## src/rtl/rsi_pkg.sv

```systemverilog
// package: constants for the reset status and interrupt unit
package rsi_pkg;
    localparam int RSI_NUM_SRC = 3;
    localparam int RSI_PORT_W = 8;
    localparam int RSI_PC_W = 10;
    // source bit positions in status and mask
    localparam int RSI_SRC_TIMER = 0;
    localparam int RSI_SRC_CHANGE = 1;
    localparam int RSI_SRC_EXT = 2;
    // vectors
    localparam logic [9:0] RSI_VEC_IRQ = 10'h008;
    localparam logic [9:0] RSI_VEC_SWI = 10'h001;
    // register offsets on the plain port
    localparam logic [3:0] RSI_OFS_STATUS = 4'h0;
    localparam logic [3:0] RSI_OFS_MASK = 4'h1;
    localparam logic [3:0] RSI_OFS_PORT6 = 4'h2;
    localparam logic [3:0] RSI_OFS_WAKE = 4'h3;
    localparam logic [3:0] RSI_OFS_TP = 4'h4;
    // reset values
    localparam logic [2:0] RSI_STATUS_RST = 3'h0;
    localparam logic [2:0] RSI_MASK_RST = 3'h0;
    localparam logic RSI_TO_POR = 1'b1;
    localparam logic RSI_PD_POR = 1'b1;
    // field positions in the time-out/power-down register
    localparam int RSI_TP_TO_BIT = 1;
    localparam int RSI_TP_PD_BIT = 0;
    // core run states
    typedef enum logic [1:0] {
        RSI_ST_RUN = 2'b00,
        RSI_ST_SLEEP = 2'b01,
        RSI_ST_WAKE = 2'b10
    } rsi_state_t;
endpackage

```

## src/rtl/rsi_unit.sv

```systemverilog
// reset cause tracking, interrupt flags, mask, global enable and vectoring
//
// Decided for this implementation: strobed register access and the placing of the registers.
`timescale 1ns/100ps
`default_nettype none
module rsi_unit #(
    parameter int PORT_W = 8,
    parameter int PC_W = 10
) (
    input wire logic core_clk_in,
    input wire logic rst_n_in,
    input wire logic pin_reset_in,
    input wire logic wdt_timeout_in,
    input wire logic timer_overflow_in,
    input wire logic [PORT_W-1:0] port6_pins_in,
    input wire logic [PORT_W-1:0] port6_is_output_in,
    input wire logic ext_irq_sel_in,
    input wire logic enable_irq_instr_in,
    input wire logic disable_irq_instr_in,
    input wire logic return_from_irq_instr_in,
    input wire logic sleep_instr_in,
    input wire logic watchdog_clear_instr_in,
    input wire logic soft_irq_instr_in,
    input wire logic [3:0] reg_addr_in,
    input wire logic [7:0] reg_wdata_in,
    input wire logic reg_wr_in,
    input wire logic reg_rd_in,
    output logic [7:0] reg_rdata_out,
    output logic core_reset_out,
    output logic core_sleeping_out,
    output logic irq_req_out,
    output logic pc_load_out,
    output logic [PC_W-1:0] pc_vector_out,
    output logic wake_continue_out,
    output logic time_out_flag_out,
    output logic power_down_flag_out,
    output logic global_irq_en_out
);
    logic [2:0] irq_status_reg_q;
    logic [2:0] irq_mask_reg_q;
    logic wake_en_q;
    logic gie_q;
    logic to_q;
    logic pd_q;
    logic timer_q;
    logic ext_q;
    logic [7:0] rdata_q;
    logic rst_out_q;
    logic irq_q;
    logic pc_load_q;
    logic [PC_W-1:0] pc_vec_q;
    logic wake_cont_q;
    rsi_pkg::rsi_state_t state_q;
    rsi_pkg::rsi_state_t state_d;
    logic [PORT_W-1:0] watch;
    logic change;
    logic port6_read;
    logic timer_fall;
    logic ext_fall;
    logic [2:0] set_ev;
    logic [2:0] clr_wr;
    logic sleeping;
    logic change_wake;
    logic pending;
    logic any_reset;
    logic sleep_q;

    assign sleeping = (state_q == rsi_pkg::RSI_ST_SLEEP);
    assign any_reset = pin_reset_in | wdt_timeout_in;
    assign port6_read = reg_rd_in && (reg_addr_in == rsi_pkg::RSI_OFS_PORT6);

    // outputs and the external bit are not watched for change
    always_comb
    begin
        watch = ~port6_is_output_in;
        watch[0] = ~port6_is_output_in[0] & ~ext_irq_sel_in;
    end

    rsi_edge_det #(
        .WIDTH(PORT_W)
    ) u_change (
        .core_clk_in(core_clk_in),
        .rst_n_in(rst_n_in),
        .pins_in(port6_pins_in),
        .watch_in(watch),
        .refresh_in(port6_read),
        .change_out(change)
    );

    // falling-edge capture; history starts low so leaving reset never looks like a fall
    always_ff @(posedge core_clk_in or negedge rst_n_in)
    begin
        if (!rst_n_in)
        begin
            timer_q <= 1'b0;
            ext_q <= 1'b0;
        end
        else
        begin
            timer_q <= timer_overflow_in;
            ext_q <= port6_pins_in[0];
        end
    end

    assign timer_fall = timer_q & ~timer_overflow_in;
    assign ext_fall = ext_irq_sel_in & ext_q & ~port6_pins_in[0];
    // change flag only records while its source is enabled
    always_comb
    begin
        set_ev = 3'h0;
        set_ev[rsi_pkg::RSI_SRC_TIMER] = timer_fall;
        set_ev[rsi_pkg::RSI_SRC_EXT] = ext_fall;
        set_ev[rsi_pkg::RSI_SRC_CHANGE] = change & irq_mask_reg_q[rsi_pkg::RSI_SRC_CHANGE];
        clr_wr = 3'h0;
        if (reg_wr_in && reg_addr_in == rsi_pkg::RSI_OFS_STATUS)
            clr_wr = ~reg_wdata_in[2:0];
    end

    // status flags: writing 0 clears, an event in the same cycle wins
    always_ff @(posedge core_clk_in or negedge rst_n_in)
    begin
        if (!rst_n_in)
            irq_status_reg_q <= rsi_pkg::RSI_STATUS_RST;
        else if (any_reset)
            irq_status_reg_q <= rsi_pkg::RSI_STATUS_RST;
        else
            irq_status_reg_q <= (irq_status_reg_q & ~clr_wr) | set_ev;
    end

    // mask, wake enable
    always_ff @(posedge core_clk_in or negedge rst_n_in)
    begin
        if (!rst_n_in)
        begin
            irq_mask_reg_q <= rsi_pkg::RSI_MASK_RST;
            wake_en_q <= 1'b0;
        end
        else if (any_reset)
        begin
            irq_mask_reg_q <= rsi_pkg::RSI_MASK_RST;
            wake_en_q <= 1'b0;
        end
        else if (reg_wr_in)
        begin
            if (reg_addr_in == rsi_pkg::RSI_OFS_MASK)
                irq_mask_reg_q <= reg_wdata_in[2:0];
            if (reg_addr_in == rsi_pkg::RSI_OFS_WAKE)
                wake_en_q <= reg_wdata_in[0];
        end
    end

    // global enable
    always_ff @(posedge core_clk_in or negedge rst_n_in)
    begin
        if (!rst_n_in)
            gie_q <= 1'b0;
        else if (any_reset)
            gie_q <= 1'b0;
        else if (enable_irq_instr_in || return_from_irq_instr_in)
            gie_q <= 1'b1;
        else if (disable_irq_instr_in || pc_load_q)
            gie_q <= 1'b0;
    end

    assign pending = |(irq_status_reg_q & irq_mask_reg_q);
    assign change_wake = sleeping && wake_en_q && change;

    // run state
    always_comb
    begin
        state_d = state_q;
        case (state_q)
            rsi_pkg::RSI_ST_RUN:
            begin
                if (sleep_instr_in)
                    state_d = rsi_pkg::RSI_ST_SLEEP;
            end
            rsi_pkg::RSI_ST_SLEEP:
            begin
                if (any_reset)
                    state_d = rsi_pkg::RSI_ST_RUN;
                else if (change_wake)
                    state_d = rsi_pkg::RSI_ST_WAKE;
            end
            rsi_pkg::RSI_ST_WAKE:
                state_d = rsi_pkg::RSI_ST_RUN;
            default:
                state_d = rsi_pkg::RSI_ST_RUN;
        endcase
    end

    always_ff @(posedge core_clk_in or negedge rst_n_in)
    begin
        if (!rst_n_in)
            state_q <= rsi_pkg::RSI_ST_RUN;
        else
            state_q <= state_d;
    end

    // registered copy of the sleep state so the output leaves a flip-flop
    always_ff @(posedge core_clk_in or negedge rst_n_in)
    begin
        if (!rst_n_in)
            sleep_q <= 1'b0;
        else
            sleep_q <= (state_d == rsi_pkg::RSI_ST_SLEEP);
    end

    // time-out and power-down flags; the reset cause and sleep state pick the result
    always_ff @(posedge core_clk_in or negedge rst_n_in)
    begin
        if (!rst_n_in)
        begin
            to_q <= rsi_pkg::RSI_TO_POR;
            pd_q <= rsi_pkg::RSI_PD_POR;
        end
        else if (wdt_timeout_in)
        begin
            to_q <= 1'b0;
            if (sleeping)
                pd_q <= 1'b0;
        end
        else if (pin_reset_in)
        begin
            if (sleeping)
            begin
                to_q <= 1'b1;
                pd_q <= 1'b0;
            end
        end
        else if (change_wake)
        begin
            to_q <= 1'b1;
            pd_q <= 1'b0;
        end
        else if (watchdog_clear_instr_in)
        begin
            to_q <= 1'b1;
            pd_q <= 1'b1;
        end
        else if (sleep_instr_in && !sleeping)
        begin
            to_q <= 1'b1;
            pd_q <= 1'b0;
        end
    end

    // core reset request, interrupt request, vectoring
    always_ff @(posedge core_clk_in or negedge rst_n_in)
    begin
        if (!rst_n_in)
        begin
            rst_out_q <= 1'b1;
            irq_q <= 1'b0;
            pc_load_q <= 1'b0;
            pc_vec_q <= '0;
            wake_cont_q <= 1'b0;
        end
        else
        begin
            rst_out_q <= any_reset;
            irq_q <= gie_q & pending;
            pc_load_q <= 1'b0;
            wake_cont_q <= 1'b0;
            if (any_reset)
                pc_vec_q <= '0;
            else if (soft_irq_instr_in && gie_q)
            begin
                pc_load_q <= 1'b1;
                pc_vec_q <= PC_W'(rsi_pkg::RSI_VEC_SWI);
            end
            else if (state_q == rsi_pkg::RSI_ST_WAKE && !gie_q)
                wake_cont_q <= 1'b1;
            else if (gie_q && pending && !pc_load_q && !sleeping)
            begin
                pc_load_q <= 1'b1;
                pc_vec_q <= PC_W'(rsi_pkg::RSI_VEC_IRQ);
            end
        end
    end

    // read data one cycle after the strobe; a read of status sees flags gated by mask
    always_ff @(posedge core_clk_in or negedge rst_n_in)
    begin
        if (!rst_n_in)
            rdata_q <= 8'h00;
        else if (reg_rd_in)
        begin
            case (reg_addr_in)
                rsi_pkg::RSI_OFS_STATUS: rdata_q <= {5'h00, irq_status_reg_q & irq_mask_reg_q};
                rsi_pkg::RSI_OFS_MASK: rdata_q <= {5'h00, irq_mask_reg_q};
                rsi_pkg::RSI_OFS_PORT6: rdata_q <= port6_pins_in[7:0];
                rsi_pkg::RSI_OFS_WAKE: rdata_q <= {7'h00, wake_en_q};
                rsi_pkg::RSI_OFS_TP: rdata_q <= {6'h00, to_q, pd_q};
                default: rdata_q <= 8'h00;
            endcase
        end
        else
            rdata_q <= 8'h00;
    end

    assign reg_rdata_out = rdata_q;
    assign core_reset_out = rst_out_q;
    assign core_sleeping_out = sleep_q;
    assign irq_req_out = irq_q;
    assign pc_load_out = pc_load_q;
    assign pc_vector_out = pc_vec_q;
    assign wake_continue_out = wake_cont_q;
    assign time_out_flag_out = to_q;
    assign power_down_flag_out = pd_q;
    assign global_irq_en_out = gie_q;
endmodule
`default_nettype wire

```

## src/rtl/rsi_edge_det.sv

```systemverilog
// per-pin change detector against a reference level refreshed by port reads
`timescale 1ns/100ps
`default_nettype none
module rsi_edge_det #(
    parameter int WIDTH = 8
) (
    input wire logic core_clk_in,
    input wire logic rst_n_in,
    input wire logic [WIDTH-1:0] pins_in,
    input wire logic [WIDTH-1:0] watch_in,
    input wire logic refresh_in,
    output logic change_out
);
    logic [WIDTH-1:0] ref_q;
    logic [WIDTH-1:0] diff;

    genvar i;
    generate
        for (i = 0; i < WIDTH; i++)
        begin : g_bit
            // reference follows the pin only on a port read, so a change is held until firmware reads
            always_ff @(posedge core_clk_in or negedge rst_n_in)
            begin
                if (!rst_n_in)
                    ref_q[i] <= 1'b0;
                else if (refresh_in)
                    ref_q[i] <= pins_in[i];
            end
            assign diff[i] = watch_in[i] & (pins_in[i] ^ ref_q[i]);
        end
    endgenerate

    assign change_out = |diff;
endmodule
`default_nettype wire

```

## config.mk

```make
export PLATFORM = sky130hd
export DESIGN_NAME = rsi_unit
export DESIGN_NICKNAME = d
export VERILOG_FILES = /design/src/rtl/rsi_pkg.sv /design/src/rtl/rsi_unit.sv /design/src/rtl/rsi_edge_det.sv
export SDC_FILE = /design/constraint.sdc
export NUM_CORES = 1
export LEC_CHECK = 0
export BUFFER_PORTS_ARGS = -buffer_cell sky130_fd_sc_hd__buf_2
export CAP_MARGIN = 15
export CORE_ASPECT_RATIO = 1.4
export CORE_MARGIN = 2
export CORE_UTILIZATION = 25
export DETAILED_ROUTE_END_ITERATION = 8
export PLACE_DENSITY_LB_ADDON = 0.08
export SKIP_CTS_REPAIR_TIMING = 1
export SLEW_MARGIN = 25
export SYNTH_ARGS = -nofsm -noshare
export SYNTH_HDL_FRONTEND = slang
export SYNTH_SLANG_ARGS = --single-unit
```

## constraint.sdc

```tcl
create_clock -name core_clk_in -period 3.6 [get_ports core_clk_in]
set_input_delay 0.54 -clock core_clk_in [delete_from_list [all_inputs] [get_ports core_clk_in]]
set_output_delay 0.54 -clock core_clk_in [all_outputs]
set_load 0.05 [all_outputs]
```

==> results of run 1 <==
## cell families after synthesis
logic type / count (synthesis) / synth area share
xor gates and xnor gates: 8 / 0.0403
other: 1 / 0.00216
DFF: 37 / 0.535
and+or+nand+nor: 50 / 0.169
AOI/OAI and AO/OA: 31 / 0.120
muxes: 12 / 0.0749
buffers and inverters: 16 / 0.0583
## per-stage QoR
| step | power (mW) | hold slack (ps) | util | instance area [um^2] |
|---|---|---|---|---|
| after floorplan | 0.618 | 244 | - | 1760 |
| after global placement | 0.671 | 499 | 0.301 | 2060 |
| after detailed placement | 0.675 | 480 | 0.301 | 2060 |
| after CTS | 1.00 | 356 | 0.316 | 2160 |
| after global routing | 1.04 | 360 | 0.316 | 2160 |
| final | 0.982 | 350 | 0.316 | 2160 |
## metal layers
layer	part of all wire	vias to the layer above	routed length, um	global-route usage
met5	0	-	0	0
li1	-	645	-	-
met3	0.073	6	296	0.0323
met1	0.40	614	1600	0.124
met4	0.015	0	59	0.0330
met2	0.52	50	2080	0.197
## where the power goes
| part | total [mW] | internal, mW | leakage, nW | switching (mW) |
|---|---|---|---|---|
| combinational | 0.190 | 0.0748 | 0.473 | 0.115 |
| sequential | 0.471 | 0.449 | 0.483 | 0.0218 |
| clock | 0.321 | 0.173 | 0.0542 | 0.148 |
## synthesized netlist by cell type (2+ instances only)
cell / n / area (um^2)
nor2_1: 12 / 45.0
o22ai_1: 6 / 37.5
nor4b_1: 2 / 17.5
dfrtp_1: 34 / 851
nand2_1: 9 / 33.8
buf_4: 8 / 60.1
nor3_1: 4 / 20.0
o211ai_1: 2 / 15.0
nor2b_1: 3 / 18.8
and3b_1: 2 / 17.5
o21ai_0: 5 / 25.0
mux2i_1: 4 / 40.0
nand2b_1: 3 / 18.8
a211oi_1: 2 / 15.0
a21oi_1: 8 / 40.0
xnor2_1: 8 / 70.1
nand3b_1: 2 / 15.0
dfstp_2: 3 / 78.8
mux2_2: 8 / 90.1
a221o_1: 2 / 20.0
nand3_1: 2 / 10.0
and2_1: 5 / 31.3
buf_2: 3 / 15.0
inv_1: 2 / 7.51
## sequential cells by signal (all words and copies together), names as in the netlist
signal and flops:
core_reset_out 1, core_sleeping_out 1, ext_q 1, global_irq_en_out 1
irq_mask_reg_q 3, irq_req_out 1, irq_status_reg_q 3, pc_load_out 1
pc_vector_out 2, power_down_flag_out 1, reg_rdata_out 8, state_q 2
time_out_flag_out 1, timer_q 1, u_change.ref_q 8, wake_continue_out 1
wake_en_q 1
## final timing paths
path | cells after the start | to | from | slack, ps
max | 1 | time_out_flag_out | time_out_flag_out | 1920
min | 1 | reg_rdata_out[4] | rst_n_in | 350
max reg2reg | 4 | core_sleeping_out | u_change.ref_q[4] | 2070
min reg2reg | 1 | wake_continue_out | state_q[0] | 500
max in group asynchronous | 1 | irq_mask_reg_q[2] | rst_n_in | 2720
min in group core_clk_in | 1 | timer_q | timer_overflow_in | 370
## area by class of cell
cell class,instances,area [um^2]
Multi-Input combinational cell,109,733
Fill cell,746,4680
Inverter,3,11.3
Clock inverter,1,5.00
Sequential cell,37,930
Timing Repair Buffer,54,270
Clock buffer,7,96.3
Tap cell,95,119
==> run summary, run 1 <==
Register bit count reported by yosys -> 37
Relative slew slack -> 0.438
EDFF count, synth -> 0
WP data arrival -> 1140 ps
Final Cycle Share -> 0.467
Drt initial violations -> 31
Num rows -> 36
Clock Sinks -> 37
Buffers & Inverters on Critical Path -> 1
Pin count of the biggest net entering global routing -> 38
CTS max path bufs -> 2
Mean routed wirelength per cell -> 13.2 um
Drt via density -> 4.30
Hold WC Path Type -> in2async
Setup TNS after final layout -> 0 ps
Placed instance count -> 298
CP Class -> reg2out
Most frequent cells in the layout -> 54 x buf_2, 34 x dfrtp_1, 12 x nor2_1
DP HPWL -> 3160 um
CP cell instances -> buf_2
DIE HEIGHT -> 103 um
Power Dens Cells -> 454 nW/um^2
PortBufs -> 54
Critical path fanouts, max -> 3
Crit path max-delay family -> flip-flops
Gate Count Post-Synth -> 155
RSZ-0062 raised after global routing -> no
Final setup vio count -> 0
Htree depth -> 2
Proportion of layout cells with a drive suffix above 1 -> 0.365
Routed WL -> 4040 um
Yosys warnings -> 0
Routed vias -> 1315
Antenna violations before repair -> 0
GP Congestion -> 0.748
Worst-path clk slew -> 70 ps
Area Growth Syn to Fin -> 24.6%
Vias in the first global route -> 1316
CORE AREA -> 6850 um^2
TritonRoute pass-1 iters -> 4
Worst path required time -> 3060 ps
DRT antenna net count -> 0
Actual slew at the worst max-slew pin -> 843 ps
Top FF cell, synth -> dfrtp_1
GRT Util Overall -> 0.110
Max rail drop VDD -> 188 uV
Clk root buf -> clkbuf_8
Syn_area_per_cell -> 11.2 um^2
CP endpoint kind -> primary output
Crit path largest cell delay -> 580 ps
Nets@finish -> 252
Most common cell after layout, fill and taps aside -> buf_2
Post-Place Worst Slack -> 1620 ps
Max_cap viols -> 0
Slowest CP cell -> dfstp_2
Final hold viol count -> 0
Yosys cell types -> 40
DRC violations left -> 0
Async set or reset register ratio after synthesis -> 1.00
Starting Density -> 0.254
CTS Buf Count -> 5
Global route overflow -> 0
IO Pins -> 68
LEAKAGE -> 1.01 nW
Final non-filler cell total -> 306
Slew Limit Fails -> 0
Die width -> 74.5 um
Clk_skew -> 2.67 ps
CTS tree -> built
Cell Area, Synth -> 1740 um^2
CP Launch Type -> register
Ant. Diodes -> 0
Global-route wire length before repair -> 6290 um
Fin worst setup slack -> 1920 ps
Status -> completed
Post-synthesis sequential area ratio -> 0.535
Max Fclk -> 0.594 GHz
Clock latency on the worst-skew pair -> 280 ps
Post-layout min period -> 1680 ps
Die area -> 7640 um^2
No activity file was read; power rests on OpenSTA's default activity.
==> run 2: changes to the inputs <==
- clock period: 3.6 -> 1.65 ns (I/O delays scaled with it)
==> run summary, run 2 (synthesis results as in run 1) <==
Status -> completed
GP Congestion -> 0.758 (+1.4%)
PortBufs -> 54 (unchanged)
Slew Limit Fails -> 0 (unchanged)
Most frequent cells in the layout -> 54 x buf_2, 34 x dfrtp_1, 12 x nor2_1
Area Growth Syn to Fin -> 28.0%
TritonRoute pass-1 iters -> 4 (unchanged)
Final hold viol count -> 0 (unchanged)
Final Cycle Share -> 0.907
GRT Util Overall -> 0.116 (+0.00665)
Critical path fanouts, max -> 6 (+3)
Number of cells on the worst reg-to-reg path -> 4 (unchanged)
Proportion of layout cells with a drive suffix above 1 -> 0.378 (+0.0130)
LEAKAGE -> 1.04 nW (+3.1%)
Crit path from -> u_change.ref_q[4]
Worst-path clk slew -> 70 ps (about the same)
CP Launch Type -> register
WP data arrival -> 1720 ps (+580 ps)
CTS tree -> built
Routed WL -> 4150 um (+2.7%)
Worst r2r src -> u_change.ref_q[4]
Nets@finish -> 258 (+2.4%)
Clock latency on the worst-skew pair -> 280 ps (about the same)
Drt via density -> 4.31 (+0.31%)
Hold Crit Start -> timer_overflow_in
RSZ-0062 raised after global routing -> no
Final core utilization -> 0.325 (+0.00877)
Clk_skew -> 5.53 ps (+2.87 ps)
Ant. Diodes -> 0 (unchanged)
Clock Sinks -> 37 (unchanged)
Pin count of the biggest net entering global routing -> 17 (-55%)
DRT antenna net count -> 0 (unchanged)
Num rows -> 36 (unchanged)
Mean routed wirelength per cell -> 13.3 um (+0.70%)
Reg2Reg Setup Slack -> 150 ps (-1920 ps)
Worst path required time -> 1880 ps (-1180 ps)
Antenna violations before repair -> 0 (unchanged)
DP HPWL -> 3310 um (+4.7%)
DRC violations left -> 0 (unchanged)
Max_cap viols -> 0 (unchanged)
CTS Buf Count -> 5 (unchanged)
Routed vias -> 1345 (+2.3%)
Post-layout min period -> 1500 ps
Starting Density -> 0.254 (unchanged)
IO Pins -> 68 (unchanged)
Vias in the first global route -> 1380 (+4.9%)
Drt initial violations -> 35 (+13%)
Setup TNS after final layout -> 0 ps (unchanged)
Htree depth -> 2 (unchanged)
CTS max path bufs -> 2 (unchanged)
CP endpoint kind -> register
Register area -> 930 um^2 (unchanged)
CP Class -> reg2reg
Worst hold path endpoint -> timer_q
Filler cells -> 756 (+1.3%)
Die width -> 74.5 um (unchanged)
Multi-input gate area -> 733 um^2 (unchanged)
Clk root buf -> clkbuf_8
Die area -> 7640 um^2 (unchanged)
CORE AREA -> 6850 um^2 (unchanged)
Worst reg2reg endpoint -> state_q[0]
Max rail drop VDD -> 418 uV (+120%)
Global route overflow -> 0 (unchanged)
Hold path depth -> 1
Pwr Total -> 2.15 mW (+120%)
Global-route wire length before repair -> 6670 um (+6.2%)
Max Fclk -> 0.668 GHz
DIE HEIGHT -> 103 um (unchanged)
Most common cell after layout, fill and taps aside -> buf_2
Power Dens Cells -> 967 nW/um^2 (+110%)
Final setup vio count -> 0 (unchanged)
Hold WC Path Type -> in2reg
==> run 2: how the worst max path moves through the flow <==
stage / to / slack, ps / cells past startpoint
2_1_floorplan: pc_vector_out[0] / 260 / 4
3_3_place_gp: core_sleeping_out / 140 / 4
3_5_place_dp: u_change.ref_q[6] / 120 / 6
4_1_cts: state_q[0] / 120 / 4
5_1_grt: irq_status_reg_q[1] / 30 / 4
6_report: state_q[0] / 150 / 4
==> run 2: report_power, final <==
part           internal [mW]  total [mW]  switching (mW)  leakage [nW]
clock                  0.378       0.693           0.316        0.0542
sequential             0.981        1.03          0.0487         0.483
combinational          0.173       0.428           0.256         0.505
total                   1.53        2.15           0.620          1.04
==> run 2: layer usage <==
| metal | routed length [um] | global-route usage |
|---|---|---|
| met1 | 1640 | 0.131 |
| met2 | 2140 | 0.199 |
| met3 | 242 | 0.0362 |
| met4 | 127 | 0.0536 |
| met5 | 0 | 0 |
==> run 2: critical path, cell delays in order, from the launching register on <==
cell and delay (ps):
dfrtp_1 390, xnor2_1 210, o32ai_2 130, nor4_4 480, a221o_1 230
==> run 2: cell type report <==
type,instances,share of cell area
inverters,3,0.00506
well taps,95,0.0534
flip-flops and latches,37,0.418
multi-input cells,109,0.330
repair buffers,60,0.148
clock inverters,1,0.00225
clock buffers,7,0.0433
==> run 2: metrics by stage <==
| step | hold WS, ps | setup slack (ps) | std cells | area [um^2] |
|---|---|---|---|---|
| finish | 79.7 | 154 | 312 | 2220 |
| global placement | 186 | 139 | 303 | 2110 |
| detailed placement | 187 | 124 | 303 | 2110 |
| floorplan | -48.1 | 264 | 162 | 1760 |
| CTS | -129 | 120 | 311 | 2210 |
| global route | 66.9 | 26.9 | 312 | 2220 |
